## src/logic/xdt_defines.svh

```systemverilog
`ifndef XDT_DEFINES_SVH
`define XDT_DEFINES_SVH
// register offsets on the plain port
`define XDT_ADDR_STATUS 4'h0
`define XDT_ADDR_CTRL 4'h1
`define XDT_ADDR_SVA 4'h2
`define XDT_ADDR_IRQ_STAT 4'h3
`define XDT_ADDR_IRQ_CLR 4'h4
`define XDT_ADDR_IRQ_EN 4'h5
// status register bit positions
`define XDT_ST_DIR 3
`define XDT_ST_COI 4
`define XDT_ST_EXC 5
`define XDT_ST_ALD 6
`define XDT_ST_MSTS 7
// control register bit positions
`define XDT_CT_ENABLE 0
`define XDT_CT_EXIT 1
`define XDT_CT_WREL 2
// interrupt bit positions
`define XDT_IRQ_START 0
`define XDT_IRQ_STOP 1
`define XDT_IRQ_ADDR 2
`define XDT_IRQ_ALD 3
// reset value and per-byte bit counts
`define XDT_SVA_RST 7'h00
`define XDT_BYTE_BITS 4'h8
`define XDT_ACK_BIT 4'h9
`endif

```

## src/logic/xdt_pkg.sv

```systemverilog
package xdt_pkg;
  typedef enum logic [1:0] {
    XDT_IDLE = 2'b00,
    XDT_ADDR = 2'b01,
    XDT_DATA = 2'b10
  } xdt_phase_t;
  typedef logic [3:0] xdt_addr_t;
  typedef logic [7:0] xdt_data_t;
endpackage : xdt_pkg

```

## src/logic/xdt_sync.sv

```systemverilog
`timescale 1ns/1ps
// two flip-flop synchroniser, one per pin bit
module xdt_sync #(
  parameter int W = 1
) (
  input wire logic i_ref_clk,
  input wire logic i_nrst,
  input wire logic [W-1:0] i_d,
  output logic [W-1:0] o_q
);
  logic [W-1:0] meta_r;
  always_ff @(posedge i_ref_clk or negedge i_nrst) begin
    if (!i_nrst) begin
      meta_r <= '1;
      o_q <= '1;
    end else begin
      meta_r <= i_d;
      o_q <= meta_r;
    end
  end
endmodule : xdt_sync

```

## src/logic/xdt_tracker.sv

```systemverilog
`timescale 1ns/1ps
`include "xdt_defines.svh"
// Overview of operation
// - direction flag 0: receive, serial data output released to high impedance.
// - flag 1: drive shift-out latch, only after falling ninth clock of byte one.
// - stop condition or communication-exit write clears the flag, both roles.
// - reset or enable falling from 1 to 0 forces the flag to 0.
// - writing 1 to stretch-release clears the flag.
// - arbitration-lost flag rising clears the flag.
// - flag held 0 while master-state, extension, address-match flags and start generation are 0.
// - master sets the flag when it generates a start condition.
// - master keeps the flag set when sending direction bit 0.
// - master clears the flag when sending direction bit 1.
// - slave sets the flag when the master sends direction bit 1.
// - slave clears the flag on start detect or direction bit 0.
// - address-match sets at eighth rising clock when address equals own address.
// - extension flag sets at eighth rising clock when upper nibble 0000 or 1111.
module xdt_tracker (
  input wire logic i_ref_clk,
  input wire logic i_nrst,
  input wire xdt_pkg::xdt_addr_t i_addr,
  input wire xdt_pkg::xdt_data_t i_wdata,
  input wire logic i_wr,
  input wire logic i_rd,
  output xdt_pkg::xdt_data_t o_rdata,
  output logic o_irq,
  input wire logic i_scl,
  input wire logic i_sda,
  input wire logic i_master_state,
  input wire logic i_start_gen,
  input wire logic i_arb_lost,
  input wire logic i_shift_out_latch,
  output logic o_sda_out,
  output logic o_sda_oe
);
  import xdt_pkg::*;

  logic scl_s;
  logic sda_s;
  xdt_sync #(.W(2)) u_sync (
    .i_ref_clk(i_ref_clk),
    .i_nrst(i_nrst),
    .i_d({i_scl, i_sda}),
    .o_q({scl_s, sda_s})
  );

  // bus edge and condition detection on synchronised levels
  logic scl_d_r, sda_d_r;
  always_ff @(posedge i_ref_clk or negedge i_nrst) begin
    if (!i_nrst) begin
      scl_d_r <= 1'b1;
      sda_d_r <= 1'b1;
    end else begin
      scl_d_r <= scl_s;
      sda_d_r <= sda_s;
    end
  end
  logic scl_rise, scl_fall, start_det, stop_det;
  assign scl_rise = scl_s & ~scl_d_r;
  assign scl_fall = ~scl_s & scl_d_r;
  assign start_det = scl_s & scl_d_r & sda_d_r & ~sda_s;
  assign stop_det = scl_s & scl_d_r & ~sda_d_r & sda_s;

  // state registers
  xdt_phase_t phase_r, phase_nxt;
  logic [3:0] bitcnt_r, bitcnt_nxt;
  logic [7:0] shreg_r, shreg_nxt;
  logic dir_r, dir_nxt;
  logic coi_r, coi_nxt;
  logic exc_r, exc_nxt;
  logic ald_r, ald_nxt;
  logic ald_in_r;
  logic drive_ok_r, drive_ok_nxt;
  logic en_r, en_nxt;
  logic [6:0] sva_r, sva_nxt;
  logic [3:0] ist_r, ist_nxt;
  logic [3:0] ien_r, ien_nxt;
  logic [7:0] rdata_nxt;
  logic irq_nxt;
  logic sda_out_nxt, sda_oe_nxt;

  logic wr_ctrl, exit_req, wrel_req, en_fall, ald_rise;
  assign wr_ctrl = i_wr && (i_addr == `XDT_ADDR_CTRL);
  assign exit_req = wr_ctrl && i_wdata[`XDT_CT_EXIT];
  assign wrel_req = wr_ctrl && i_wdata[`XDT_CT_WREL];
  assign en_fall = en_r && wr_ctrl && !i_wdata[`XDT_CT_ENABLE];
  assign ald_rise = i_arb_lost && !ald_in_r;

  logic [7:0] status_w;
  always_comb begin
    status_w = 8'h00;
    status_w[`XDT_ST_DIR] = dir_r;
    status_w[`XDT_ST_COI] = coi_r;
    status_w[`XDT_ST_EXC] = exc_r;
    status_w[`XDT_ST_ALD] = ald_r;
    status_w[`XDT_ST_MSTS] = i_master_state;
  end

  always_comb begin
    phase_nxt = phase_r;
    bitcnt_nxt = bitcnt_r;
    shreg_nxt = shreg_r;
    dir_nxt = dir_r;
    coi_nxt = coi_r;
    exc_nxt = exc_r;
    ald_nxt = ald_r;
    drive_ok_nxt = drive_ok_r;
    en_nxt = en_r;
    sva_nxt = sva_r;
    ist_nxt = ist_r;
    ien_nxt = ien_r;
    rdata_nxt = 8'h00;
    if (i_wr) begin
      case (i_addr)
        `XDT_ADDR_CTRL: en_nxt = i_wdata[`XDT_CT_ENABLE];
        `XDT_ADDR_SVA: sva_nxt = i_wdata[7:1];
        `XDT_ADDR_IRQ_CLR: ist_nxt = ist_r & ~i_wdata[3:0];
        `XDT_ADDR_IRQ_EN: ien_nxt = i_wdata[3:0];
        default: ;
      endcase
    end
    if (i_rd) begin
      case (i_addr)
        `XDT_ADDR_STATUS: begin
          rdata_nxt = status_w;
          ald_nxt = 1'b0;
        end
        `XDT_ADDR_CTRL: rdata_nxt = {7'h00, en_r};
        `XDT_ADDR_SVA: rdata_nxt = {sva_r, 1'b0};
        `XDT_ADDR_IRQ_STAT: rdata_nxt = {4'h0, ist_r};
        `XDT_ADDR_IRQ_EN: rdata_nxt = {4'h0, ien_r};
        default: rdata_nxt = 8'h00;
      endcase
    end
    if (i_arb_lost && en_r) begin
      ald_nxt = 1'b1;
    end
    if (en_r) begin
      if (start_det) begin
        phase_nxt = XDT_ADDR;
        bitcnt_nxt = 4'hF; // the start's own scl fall wraps the count to zero
        coi_nxt = 1'b0;
        exc_nxt = 1'b0;
        drive_ok_nxt = 1'b0;
        ist_nxt[`XDT_IRQ_START] = 1'b1;
        dir_nxt = i_master_state ? dir_r : 1'b0;
      end else if (stop_det) begin
        phase_nxt = XDT_IDLE;
        coi_nxt = 1'b0;
        exc_nxt = 1'b0;
        drive_ok_nxt = 1'b0;
        dir_nxt = 1'b0;
        ist_nxt[`XDT_IRQ_STOP] = 1'b1;
      end else if (phase_r != XDT_IDLE) begin
        if (scl_rise) begin
          if (bitcnt_r < `XDT_BYTE_BITS) begin
            shreg_nxt = {shreg_r[6:0], sda_s};
          end
          if (phase_r == XDT_ADDR && bitcnt_r == 4'h7) begin
            // eighth rising clock: address byte complete
            if (shreg_r[6:0] == sva_r) begin
              coi_nxt = 1'b1;
            end
            if (shreg_r[6:3] == 4'h0 || shreg_r[6:3] == 4'hF) begin
              exc_nxt = 1'b1;
            end
            if (i_master_state) begin
              dir_nxt = ~sda_s;
            end else begin
              dir_nxt = sda_s;
            end
            ist_nxt[`XDT_IRQ_ADDR] = 1'b1;
          end
        end
        if (scl_fall) begin
          if (bitcnt_r == `XDT_ACK_BIT - 4'h1) begin
            bitcnt_nxt = 4'h0;
            phase_nxt = XDT_DATA;
            drive_ok_nxt = 1'b1;
          end else begin
            bitcnt_nxt = bitcnt_r + 4'h1;
          end
        end
      end
      if (i_start_gen) begin
        dir_nxt = 1'b1;
      end
    end
    if (ald_rise) begin
      ist_nxt[`XDT_IRQ_ALD] = 1'b1;
      dir_nxt = 1'b0;
    end
    if (wrel_req) begin
      dir_nxt = 1'b0;
    end
    if (exit_req) begin
      dir_nxt = 1'b0;
      coi_nxt = 1'b0;
      exc_nxt = 1'b0;
      phase_nxt = XDT_IDLE;
      drive_ok_nxt = 1'b0;
    end
    if (en_fall || !en_r) begin
      dir_nxt = 1'b0;
      coi_nxt = 1'b0;
      exc_nxt = 1'b0;
      ald_nxt = 1'b0;
      phase_nxt = XDT_IDLE;
      drive_ok_nxt = 1'b0;
    end
    // not taking part in a transfer: direction forced low
    if (!i_master_state && !exc_nxt && !coi_nxt && !i_start_gen) begin
      dir_nxt = 1'b0;
    end
    irq_nxt = |(ist_nxt & ien_nxt);
    // driving only while transmitting and past the first ack clock
    sda_oe_nxt = dir_nxt && drive_ok_nxt && !i_shift_out_latch;
    sda_out_nxt = 1'b0;
  end

  always_ff @(posedge i_ref_clk or negedge i_nrst) begin
    if (!i_nrst) begin
      phase_r <= XDT_IDLE;
      bitcnt_r <= 4'h0;
      shreg_r <= 8'h00;
      dir_r <= 1'b0;
      coi_r <= 1'b0;
      exc_r <= 1'b0;
      ald_r <= 1'b0;
      ald_in_r <= 1'b0;
      drive_ok_r <= 1'b0;
      en_r <= 1'b0;
      sva_r <= `XDT_SVA_RST;
      ist_r <= 4'h0;
      ien_r <= 4'h0;
      o_rdata <= 8'h00;
      o_irq <= 1'b0;
      o_sda_out <= 1'b0;
      o_sda_oe <= 1'b0;
    end else begin
      phase_r <= phase_nxt;
      bitcnt_r <= bitcnt_nxt;
      shreg_r <= shreg_nxt;
      dir_r <= dir_nxt;
      coi_r <= coi_nxt;
      exc_r <= exc_nxt;
      ald_r <= ald_nxt;
      ald_in_r <= i_arb_lost;
      drive_ok_r <= drive_ok_nxt;
      en_r <= en_nxt;
      sva_r <= sva_nxt;
      ist_r <= ist_nxt;
      ien_r <= ien_nxt;
      o_rdata <= rdata_nxt;
      o_irq <= irq_nxt;
      o_sda_out <= sda_out_nxt;
      o_sda_oe <= sda_oe_nxt;
    end
  end

  // bus clocks since start, counted apart from the shifter so the checks do not lean on it
  logic [3:0] rise_cnt_r, rise_cnt_nxt;
  logic ninth_fall_r, ninth_fall_nxt;
  always_comb begin
    rise_cnt_nxt = rise_cnt_r;
    ninth_fall_nxt = ninth_fall_r;
    if (start_det || stop_det) begin
      rise_cnt_nxt = 4'h0;
      ninth_fall_nxt = 1'b0;
    end else begin
      if (scl_rise && rise_cnt_r != `XDT_ACK_BIT) begin
        rise_cnt_nxt = rise_cnt_r + 4'h1;
      end
      if (scl_fall && rise_cnt_r == `XDT_ACK_BIT) begin
        ninth_fall_nxt = 1'b1;
      end
    end
  end
  always_ff @(posedge i_ref_clk or negedge i_nrst) begin
    if (!i_nrst) begin
      rise_cnt_r <= 4'h0;
      ninth_fall_r <= 1'b0;
    end else begin
      rise_cnt_r <= rise_cnt_nxt;
      ninth_fall_r <= ninth_fall_nxt;
    end
  end
endmodule : xdt_tracker

```

## config.mk

```make
export PLATFORM = sky130hd
export DESIGN_NAME = xdt_tracker
export DESIGN_NICKNAME = d
export VERILOG_FILES = /design/src/logic/xdt_pkg.sv /design/src/logic/xdt_sync.sv /design/src/logic/xdt_tracker.sv
export VERILOG_INCLUDE_DIRS = /design/src /design/src/logic
export SDC_FILE = /design/constraint.sdc
export NUM_CORES = 1
export LEC_CHECK = 0
export ABC_AREA = 1
export BUFFER_PORTS_ARGS = -buffer_cell sky130_fd_sc_hd__buf_4
export CAP_MARGIN = 40
export CORE_MARGIN = 2
export CORE_UTILIZATION = 54
export CTS_CLUSTER_DIAMETER = 200
export DETAILED_ROUTE_END_ITERATION = 12
export PLACE_DENSITY = 0.79
export SLEW_MARGIN = 20
export SYNTH_ARGS = -nofsm -noshare
export SYNTH_HDL_FRONTEND = slang
export SYNTH_SLANG_ARGS = --single-unit
```

## constraint.sdc

```tcl
create_clock -name i_ref_clk -period 3 [get_ports i_ref_clk]
set_input_delay 0.6 -clock i_ref_clk [delete_from_list [all_inputs] [get_ports i_ref_clk]]
set_output_delay 0.6 -clock i_ref_clk [all_outputs]
set_load 0.1 [all_outputs]
```

==> results.py, run 1 <==
metrics = {
    "power": {
        "power.internal_mw": 1.13,
        "pwr-share-seq": 0.512,
        "p_sw_frac": 0.312,
        "pwr-share-comb": 0.208,
        "leakage_nw": 1.41,
        "power_density_nw_per_um2": 589,
        "peakVddDrop_v": 0.000410,
        "power_frac_clock": 0.280,
        "p_sw_mw": 0.514,
        "total_power_mw": 1.65,
    },
    "synthesis": {
        "synth_nets": 318,
        "avgSynthCellArea_um2": 8.23,
        "yosysSeqAreaShare": 0.531,
        "synth_cell_type_count": 33,
        "yosys_most_used_dff": "dfrtp_1",
        "synth_edf_count": 0,
        "synth_cells": 294,
        "syn_area_um2": 2420,
        "yosys_warnings": 0,
        "synth-async-reset-ratio": 1.00,
        "ys_ff_latch": 51,
    },
    "setup_path": {
        "crit_required_ns": 3.25,
        "arrival_ns": 1.80,
        "endpoint_kind": "flip-flop",
        "critical_path_class": "reg -> reg",
        "path_max_fanout": 3,
        "start_kind": "flip-flop",
    },
    "floorplanning": {
        "core_area_um2": 4320,
        "die_h_um": 70.9,
        "start_util": 0.559,
        "dieArea_um2": 5030,
        "num_rows": 24,
        "die_w_um": 70.9,
        "io_pins": 33,
    },
    "job": {
        "drv_cap": 0,
    },
    "sta": {
        "worstMarginPinSlew_ns": 0.620,
        "period_share": 0.519,
        "fin_crit_ns": 1.56,
        "finalSetupViolCount": 0,
        "finalHoldViolations": 0,
        "fin_skew_ns": 0.0115,
        "slew_violations": 0,
        "fmax_mhz": 642,
        "tns_ns": 0,
        "rsz0062_at_grt": "no",
        "slew-limit-headroom": 0.587,
    },
    "clock_network": {
        "htreeDepth": 2,
        "cts_hold_buf": 0,
        "cts_sinks": 51,
        "post_cts_resized": 0,
        "cts.path.max_buffers": 2,
        "cts-root-buf": "clkbuf_8",
        "cts_tree": "yes",
        "cts_setup_buffers": 0,
        "numCtsBuffers": 5,
        "clk_pin_slew_ns": 0.09,
        "clock_latency_ns": 0.30,
    },
    "run_status": {
        "status": "complete, no violations",
    },
    "drt": {
        "routed-via-count": 1900,
        "wl_per_cell_um": 12.7,
        "drcViolationCount": 0,
        "dr.first_iter.drc_count": 139,
        "ant_nets": 0,
        "dr.pass1.iters": 7,
        "drt-total-wl_um": 4830,
        "vias_per_cell": 5.00,
    },
    "finish": {
        "drive_above_1_share": 0.180,
        "nets": 352,
        "diodes": 0,
        "syn_to_final_growth_pct": 15.5,
    },
    "global_route": {
        "gr-usage-met3": 0.0427,
        "grt_pass1_wl_um": 8420,
        "grt_usage": 0.213,
        "gr-usage-met1": 0.301,
        "antenna_found_initial": 0,
        "grt_overflow_total": 0,
        "grt_max_degree": 52,
        "first_global_vias": 1897,
        "grt.busiest_layer": "met2",
        "grtUsageMet2": 0.331,
    },
    "placement": {
        "dp_hpwl_um": 3710,
        "port_buffers": 31,
        "place_congestion": 0.894,
    },
    "worst_hold_path": {
        "min_path_type": "in -> async",
    },
}
-- cell usage after synthesis, types with 3 or more instances --
master    number  area share
o21ai_0       25       0.052
nor3_1         4      0.0083
dfrtp_1       45        0.47
o22ai_1        3      0.0078
nand3_1       14       0.029
inv_1         50       0.078
o211ai_1       3      0.0093
nor2_1        21       0.033
a21oi_1       17       0.035
nand2_1       75        0.12
dfstp_2        6       0.065
nor2_2         4       0.010
-- critical path: stages (launching register included) --
cell	delay, ns
dfrtp_1	0.36
ha_1	0.20
nand3_1	0.09
nor2_1	0.16
nand3_1	0.13
nor2_1	0.18
nor2_1	0.06
nand4_1	0.07
nand2_1	0.06
nand2_1	0.06
nand2_1	0.06
nor2_1	0.08
-- state kept, by name, indices dropped and copies added (netlist names) --
signal         count
dir_r              1
u_sync.meta_r      2
sva_r              7
o_rdata            8
ald_r              1
coi_r              1
en_r               1
shreg_r            7
o_sda_oe           1
sda_d_r            1
u_sync.o_q         2
o_irq              1
phase_r            2
scl_d_r            1
exc_r              1
drive_ok_r         1
bitcnt_r           4
ist_r              4
ald_in_r           1
ien_r              4
-- cell families after synthesis --
kind of cell / synth area share
simple gates: 0.238
other cells: 0.00155
fa+ha+maj: 0.0103
flops: 0.531
buf+inv: 0.0947
xor+xnor: 0.00362
compound gates: 0.121
-- path summary, 6_finish.rpt --
path                                  start            end  slack, ns  depth (start not counted)
hold reg to reg            u_sync.meta_r[0]  u_sync.o_q[0]       0.36                          0
setup / recovery                bitcnt_r[0]       o_sda_oe       1.44                         11
max in group asynchronous            i_nrst     shreg_r[0]       2.28                          1
hold / removal                       i_nrst       sva_r[3]       0.31                          1
min in group i_ref_clk     u_sync.meta_r[0]  u_sync.o_q[0]       0.36                          0
setup reg to reg                bitcnt_r[0]       o_sda_oe       1.44                         11
-- stage by stage --
step	setup WS [ns]	utilization	hold slack (ns)	std cells	instance area, um2
2_1_floorplan	1.50	-	0.304	294	2420
3_3_place_gp	1.21	0.622	0.346	373	2690
3_5_place_dp	1.16	0.622	0.347	373	2690
4_1_cts	1.43	0.646	0.325	380	2790
5_1_grt	1.21	0.646	0.359	380	2790
6_report	1.44	0.646	0.310	380	2790
-- layout make-up --
class,count,area [um2]
inverters,53,200
fillers,383,1530
repair buffers,31,233
clock inverters,2,37.5
multi-input cells,186,906
clock buffers,5,68.8
well taps,52,65.1
flip-flops and latches,51,1280
-- power by group through the flow --
stage / logic [mW] / registers [mW] / clock network, mW
floorplan: 0.198 / 0.886 / 0
global placement: 0.338 / 0.851 / 0
detailed placement: 0.344 / 0.854 / 0
CTS: 0.345 / 0.841 / 0.473
global route: 0.392 / 0.852 / 0.499
finish: 0.343 / 0.842 / 0.461
-- layout by cell type, fill, tap and decap left out, types with 5 or more instances in the layout --
cell type,netlist,routed
clkbuf_8,1,5
a21oi_1,17,17
nand3_1,14,14
inv_1,50,50
nor2_1,21,21
nand2_1,75,75
dfstp_2,6,6
buf_4,1,31
dfrtp_1,45,45
o21ai_0,25,25
-- layer usage --
| layer | up-vias | wire, um | part of all wire |
|---|---|---|---|
| met5 | - | 0 | 0 |
| met4 | 0 | 86 | 0.018 |
| met3 | 9 | 235 | 0.049 |
| met2 | 51 | 2130 | 0.44 |
| met1 | 852 | 2380 | 0.49 |
| li1 | 988 | - | - |
Note: power is estimated with default switching activity, not from simulation.
==> run 2, diff against run 1 <==
- ABC_AREA: 1 -> 0
- PLACE_DENSITY: 0.79 -> 0.78
- clock period: 3 -> 1.5 ns (I/O delays scaled with it)
==> run 2 against run 1 <==
Against the previous run:
- the flow now finishes with violations (setup timing)
- clock power is 71% higher
- area after synthesis is 6.0% higher
- worst setup slack got worse by 1.6 ns
- total power grew 130%
==> results.py, run 2 <==
metrics = {
    "sta": {
        "fin_ws_ns": -0.200,
        "finalSetupViolCount": 13,
        "period_share": 1.13,
        "finalHoldViolations": 0,
        "hold_slack_ns": 0.0966,
        "fin_crit_ns": 1.70,
        "fmax_mhz": 588,
        "rsz0062_at_grt": "yes",
        "fin_skew_ns": 0.0111,
        "slew_violations": 0,
    },
    "clock_network": {
        "cts.path.max_buffers": 2,
        "htreeDepth": 2,
        "cts-root-buf": "clkbuf_8",
        "numCtsBuffers": 5,
        "cts_sinks": 51,
        "cts_tree": "yes",
        "clk_pin_slew_ns": 0.09,
        "clock_latency_ns": 0.31,
    },
    "setup_path": {
        "cpLargestDelayFamily": "compound AO/OA/AOI/OAI gates",
        "r2r_slack_ns": -0.20,
        "r2r-end": "o_sda_oe",
        "start_kind": "flip-flop",
        "cp_num_buf_inv": 1,
        "endpoint_kind": "flip-flop",
        "worst-r2r-cell-count": 5,
        "path_max_fanout": 7,
        "crit_required_ns": 1.70,
        "cp-startpoint": "u_sync.o_q[1]",
        "crit_path_top_delay_cell": "dfstp_2",
        "arrival_ns": 1.90,
        "crit_chain": "buf_4 -> and4b_1 -> a31oi_1 -> a311o_1 -> a2111oi_2",
        "worstReg2RegStart": "u_sync.o_q[1]",
        "max_stage_delay_ns": 0.55,
        "critical_path_class": "reg -> reg",
    },
    "power": {
        "peakVddDrop_v": 0.000914,
        "leakage_nw": 1.62,
        "power_density_nw_per_um2": 1090,
        "p_sw_mw": 1.25,
        "power.internal_mw": 2.50,
        "pwr-share-comb": 0.335,
        "pwr-share-seq": 0.456,
        "p_sw_frac": 0.334,
        "power_frac_clock": 0.210,
    },
    "synthesis": {
        "synthTopCellsByArea": "dfrtp_1 (44%), mux2_1 (6.6%), dfstp_2 (6.1%)",
        "synth_edf_count": 0,
        "syn_area_um2": 2560,
        "synth_top_area_cell": "dfrtp_1",
        "yosysMostFrequentCell": "dfrtp_1",
        "synth.top_cell.area_share": 0.439,
        "synth_cell_type_count": 59,
        "yosys_warnings": 0,
        "avgSynthCellArea_um2": 11.1,
        "ys_ff_latch": 51,
        "synth_nets": 254,
        "yosys_most_used_dff": "dfrtp_1",
        "yosysSeqAreaShare": 0.501,
        "netlist_top_cells_count": "dfrtp_1 (45), mux2_1 (15), inv_1 (14)",
        "synth_cells": 230,
        "synth-async-reset-ratio": 1.00,
    },
    "global_route": {
        "grt_pass1_wl_um": 9800,
        "grt_max_degree": 31,
        "antenna_found_initial": 0,
        "grt_overflow_total": 0,
        "first_global_vias": 2006,
        "grt_usage": 0.247,
    },
    "floorplanning": {
        "die_h_um": 72.9,
        "core_area_um2": 4660,
        "die_w_um": 72.9,
        "io_pins": 33,
        "start_util": 0.550,
        "num_rows": 25,
        "dieArea_um2": 5310,
    },
    "finish": {
        "drive_above_1_share": 0.431,
        "final_common_cell": "buf_4",
        "layout_common_cells": "buf_4 (74), dfrtp_1 (43), nor2_1 (12)",
        "syn_to_final_growth_pct": 34.6,
        "layout.cells.non_filler": 365,
        "nets": 334,
        "final_area_um2": 3450,
        "largest_register": "o_rdata",
        "diodes": 0,
        "largest_reg_flops": 8,
        "fillers": 338,
        "reg_top3": "o_rdata x8, shreg_r x7, sva_r x7",
        "final_util": 0.740,
    },
    "drt": {
        "vias_per_cell": 5.63,
        "dr.pass1.iters": 4,
        "dr.first_iter.drc_count": 121,
        "drt-total-wl_um": 6220,
        "dr.max_layer_used": "met4",
        "drcViolationCount": 0,
        "route.met3.wl_um": 245,
        "wl_met2_um": 3120,
        "ant_nets": 0,
        "wl_met1_um": 2740,
        "routed-via-count": 2056,
        "wl_per_cell_um": 17.0,
    },
    "placement": {
        "place_congestion": 0.851,
        "placed_cells": 349,
        "port_buffers": 31,
        "placed_cell_area_um2": 3150,
        "dp_hpwl_um": 4300,
    },
    "worst_hold_path": {
        "worstHoldStart": "i_sda",
        "worst_hold_path.endpoint": "u_sync.meta_r[0]",
        "holdPathStages": 1,
        "min_path_type": "in -> reg",
    },
    "run_status": {
        "failed_checks": "setup timing",
        "status": "finished with violations",
    },
    "job": {
        "drv_cap": 0,
    },
}
==> run 2: cell types whose count changed after synthesis, sizes merged, moves of 5 or more <==
cell and change:
nand2 -66, inv -38, o21ai -24, mux2 +15
nor2 -13, a21oi -10, xor2 +8, mux2i +6
nand3 -6, a21boi +5, a31oi +5, nand3b +5
or2 +5
==> run 2: worst max path at each step <==
stage,to,slack [ns],depth (start not counted)
global placement,o_sda_oe,-0.23,5
CTS,o_sda_oe,-0.18,5
global route,o_sda_oe,-0.33,6
finish,o_sda_oe,-0.20,5
detailed placement,o_sda_oe,-0.30,5
floorplan,shreg_r[0],-0.25,3
==> run 2: kinds of logic (layout without fill, tap and decap cells) <==
family,Yosys count,in the layout,share of synthesized area
xor+xnor,9,9,0.0307
compound gates,46,46,0.134
mux,21,21,0.0893
buf+inv,22,103,0.0425
other cells,1,1,0.00146
simple gates,78,78,0.191
flops,51,51,0.501
fa+ha+maj,2,2,0.00976
==> run 2: power by group through the flow <==
stage / Sequential (mW) / Combinational (mW) / Clock (mW)
floorplan: 1.79 / 0.506 / 0
global placement: 1.70 / 0.993 / 0
detailed placement: 1.71 / 1.02 / 0
CTS: 1.68 / 1.09 / 0.799
global route: 1.73 / 1.36 / 0.844
finish: 1.71 / 1.26 / 0.787
==> run 2: per-stage QoR <==
| step | setup TNS [ns] | total power, mW | worst slack [ns] |
|---|---|---|---|
| final | -1.86 | 3.75 | -0.200 |
| after global routing | -2.60 | 3.94 | -0.331 |
| after CTS | -1.65 | 3.58 | -0.184 |
| after detailed placement | -2.66 | 2.73 | -0.298 |
| after global placement | -2.13 | 2.70 | -0.229 |
| after floorplan | -2.05 | 2.30 | -0.248 |
==> run 2: repair_timing <==
item	CTS	global route
resized for setup	22	15
endpoints found under the setup margin	14	20
hold endpoints to repair	18	0
hold buffers	1	0
buffers inserted	4	7
pin swaps	9	3
gates cloned	0	0
==> run 2: layout make-up <==
| cell class | instances | area (um2) | area share |
|---|---|---|---|
| well taps | 54 | 67.6 | 0.0196 |
| clock inverters | 2 | 13.8 | 0.00399 |
| flip-flops and latches | 51 | 1290 | 0.373 |
| clock buffers | 6 | 72.6 | 0.0210 |
| inverters | 14 | 52.6 | 0.0152 |
| multi-input cells | 157 | 1320 | 0.381 |
| repair buffers | 81 | 642 | 0.186 |
==> run 2: routing by layer <==
layer	GRT usage	up-vias
li1	-	990
met1	0.328	1007
met2	0.416	48
met3	0.0387	11
met4	0.0761	0
met5	0	-
==> run 3, diff against run 2 <==
- CORE_UTILIZATION: 54 -> 32
- PLACE_DENSITY: 0.78 -> 0.52
==> run 3 against run 2 <==
Against the previous run:
- the run still ends with setup timing left
- via count is 1.3% lower
- critical path depth is 1 lower
- clock power is 45% higher
- global-route usage is 8.9 points lower
- critical path type unchanged
- highest routed layer unchanged
==> results.py, run 3 (same netlist as run 2, synthesis figures left out) <==
metrics = {
    "run_status": {
        "status": "finished with violations",
        "failed_checks": "setup timing",
    },
    "clock_network": {
        "clock_latency_ns": 0.31,
        "cts-root-buf": "clkbuf_8",
        "clk_pin_slew_ns": 0.10,
        "cts.path.max_buffers": 2,
        "cts_sinks": 51,
        "cts_tree": "yes",
        "htreeDepth": 2,
        "numCtsBuffers": 5,
    },
    "global_route": {
        "grt_overflow_total": 0,
        "grt_pass1_wl_um": 10600,
        "grt_max_degree": 24,
        "grt_usage": 0.157,
        "antenna_found_initial": 0,
        "first_global_vias": 2058,
    },
    "floorplanning": {
        "dieArea_um2": 8740,
        "die_h_um": 93.5,
        "start_util": 0.332,
        "die_w_um": 93.5,
        "core_area_um2": 7730,
        "num_rows": 32,
        "io_pins": 33,
    },
    "finish": {
        "final_common_cell": "buf_4",
        "layout.cells.non_filler": 421,
        "fillers": 728,
        "drive_above_1_share": 0.429,
        "multi_input_area_um2": 1300,
        "syn_to_final_growth_pct": 40.2,
        "largest_register": "o_rdata",
        "largest_reg_flops": 8,
        "reg_top3": "o_rdata x8, shreg_r x7, sva_r x7",
        "final_area_um2": 3590,
        "ff_latch_area_um2": 1280,
        "layout_common_cells": "buf_4 (84), dfrtp_1 (45), inv_1 (13)",
        "diodes": 0,
        "nets": 342,
    },
    "worst_hold_path": {
        "worst_hold_path.endpoint": "u_sync.meta_r[1]",
        "min_path_type": "in -> reg",
        "worstHoldStart": "i_scl",
        "holdPathStages": 1,
    },
    "drt": {
        "vias_per_cell": 4.82,
        "dr.pass1.iters": 4,
        "routed-via-count": 2029,
        "drt-total-wl_um": 6390,
        "wl_per_cell_um": 15.2,
        "dr.first_iter.drc_count": 66,
        "drcViolationCount": 0,
        "ant_nets": 0,
    },
    "sta": {
        "fmax_mhz": 591,
        "finalSetupViolCount": 15,
        "tns_ns": -1.88,
        "hold_slack_ns": 0.0908,
        "fin_ws_ns": -0.193,
        "fin_skew_ns": 0.00929,
        "slew_violations": 0,
        "fin_crit_ns": 1.69,
        "rsz0062_at_grt": "yes",
        "period_share": 1.13,
        "finalHoldViolations": 0,
    },
    "job": {
        "drv_cap": 0,
    },
    "power": {
        "total_power_mw": 4.06,
        "peakVddDrop_v": 0.000673,
        "leakage_nw": 1.69,
        "power_density_nw_per_um2": 1130,
    },
    "placement": {
        "placed_cells": 410,
        "placed_cell_area_um2": 3300,
        "dp_hpwl_um": 4940,
        "port_buffers": 31,
        "place_congestion": 0.808,
    },
    "setup_path": {
        "crit_required_ns": 1.69,
        "critical_path_class": "reg -> reg",
        "arrival_ns": 1.88,
        "r2r_slack_ns": -0.19,
        "r2r-end": "shreg_r[1]",
        "worst-r2r-cell-count": 4,
        "start_kind": "flip-flop",
        "endpoint_kind": "flip-flop",
        "path_max_fanout": 7,
        "worstReg2RegStart": "u_sync.o_q[1]",
    },
}
run 3: cell types whose count changed in the layout (fill, tap and decap cells not counted), sizes merged:
cell      before  now
bufinv         0    2
clkinv         2    0
buf           80   88
clkbuf         6    5
clkinvlp       0    1
run 3: timing repair:
action	in CTS	in global routing
pin swaps	5	2
hold buffers	1	0
gates resized for setup	16	12
buffers inserted	2	0
cloned	0	0
setup endpoints to repair	13	20
endpoints found under the hold margin	14	0
run 3: worst max-delay path by stage:
stage                        startpoint  cells past startpoint    endpoint
after detailed placement  u_sync.o_q[1]                      5    o_sda_oe
after global routing        bitcnt_r[0]                      6    o_sda_oe
after CTS                 u_sync.o_q[1]                      4  shreg_r[1]
after floorplan           u_sync.o_q[1]                      3  shreg_r[0]
final                     u_sync.o_q[1]                      4  shreg_r[1]
after global placement       i_wdata[1]                      5    o_sda_oe
run 3: worst max-delay path, stage by stage, from the launching register on:
cell	delay, ns
dfstp_2	0.53
or3b_4	0.41
nor3_4	0.15
buf_6	0.17
mux2_4	0.31
run 3: final cells by class:
class / instances / share of cell area
Clock inverter: 3 / 0.0188
Tap cell: 102 / 0.0355
Clock buffer: 5 / 0.0191
Timing Repair Buffer: 89 / 0.193
Inverter: 14 / 0.0146
Multi-Input combinational cell: 157 / 0.362
Sequential cell: 51 / 0.357
run 3: metal layers:
metal | vias up | track usage | share of wire
li1 | 1001 | - | -
met1 | 988 | 0.228 | 0.50
met2 | 33 | 0.242 | 0.46
met3 | 7 | 0.0274 | 0.029
met4 | 0 | 0.0404 | 0.0089
met5 | - | 0 | 0
run 3: where the power goes:
part           total, mW  leakage [nW]  switching [mW]  internal, mW
combinational       1.22         0.977           0.616         0.600
clock               1.14        0.0644           0.478         0.665
sequential          1.70         0.646           0.146          1.55
run 3: metrics by stage:
stage / setup WS (ns) / util
3_5_place_dp: -0.250 / 0.428
6_report: -0.193 / 0.465
3_3_place_gp: -0.223 / 0.428
5_1_grt: -0.258 / 0.465
2_1_floorplan: -0.248 / -
4_1_cts: -0.191 / 0.456
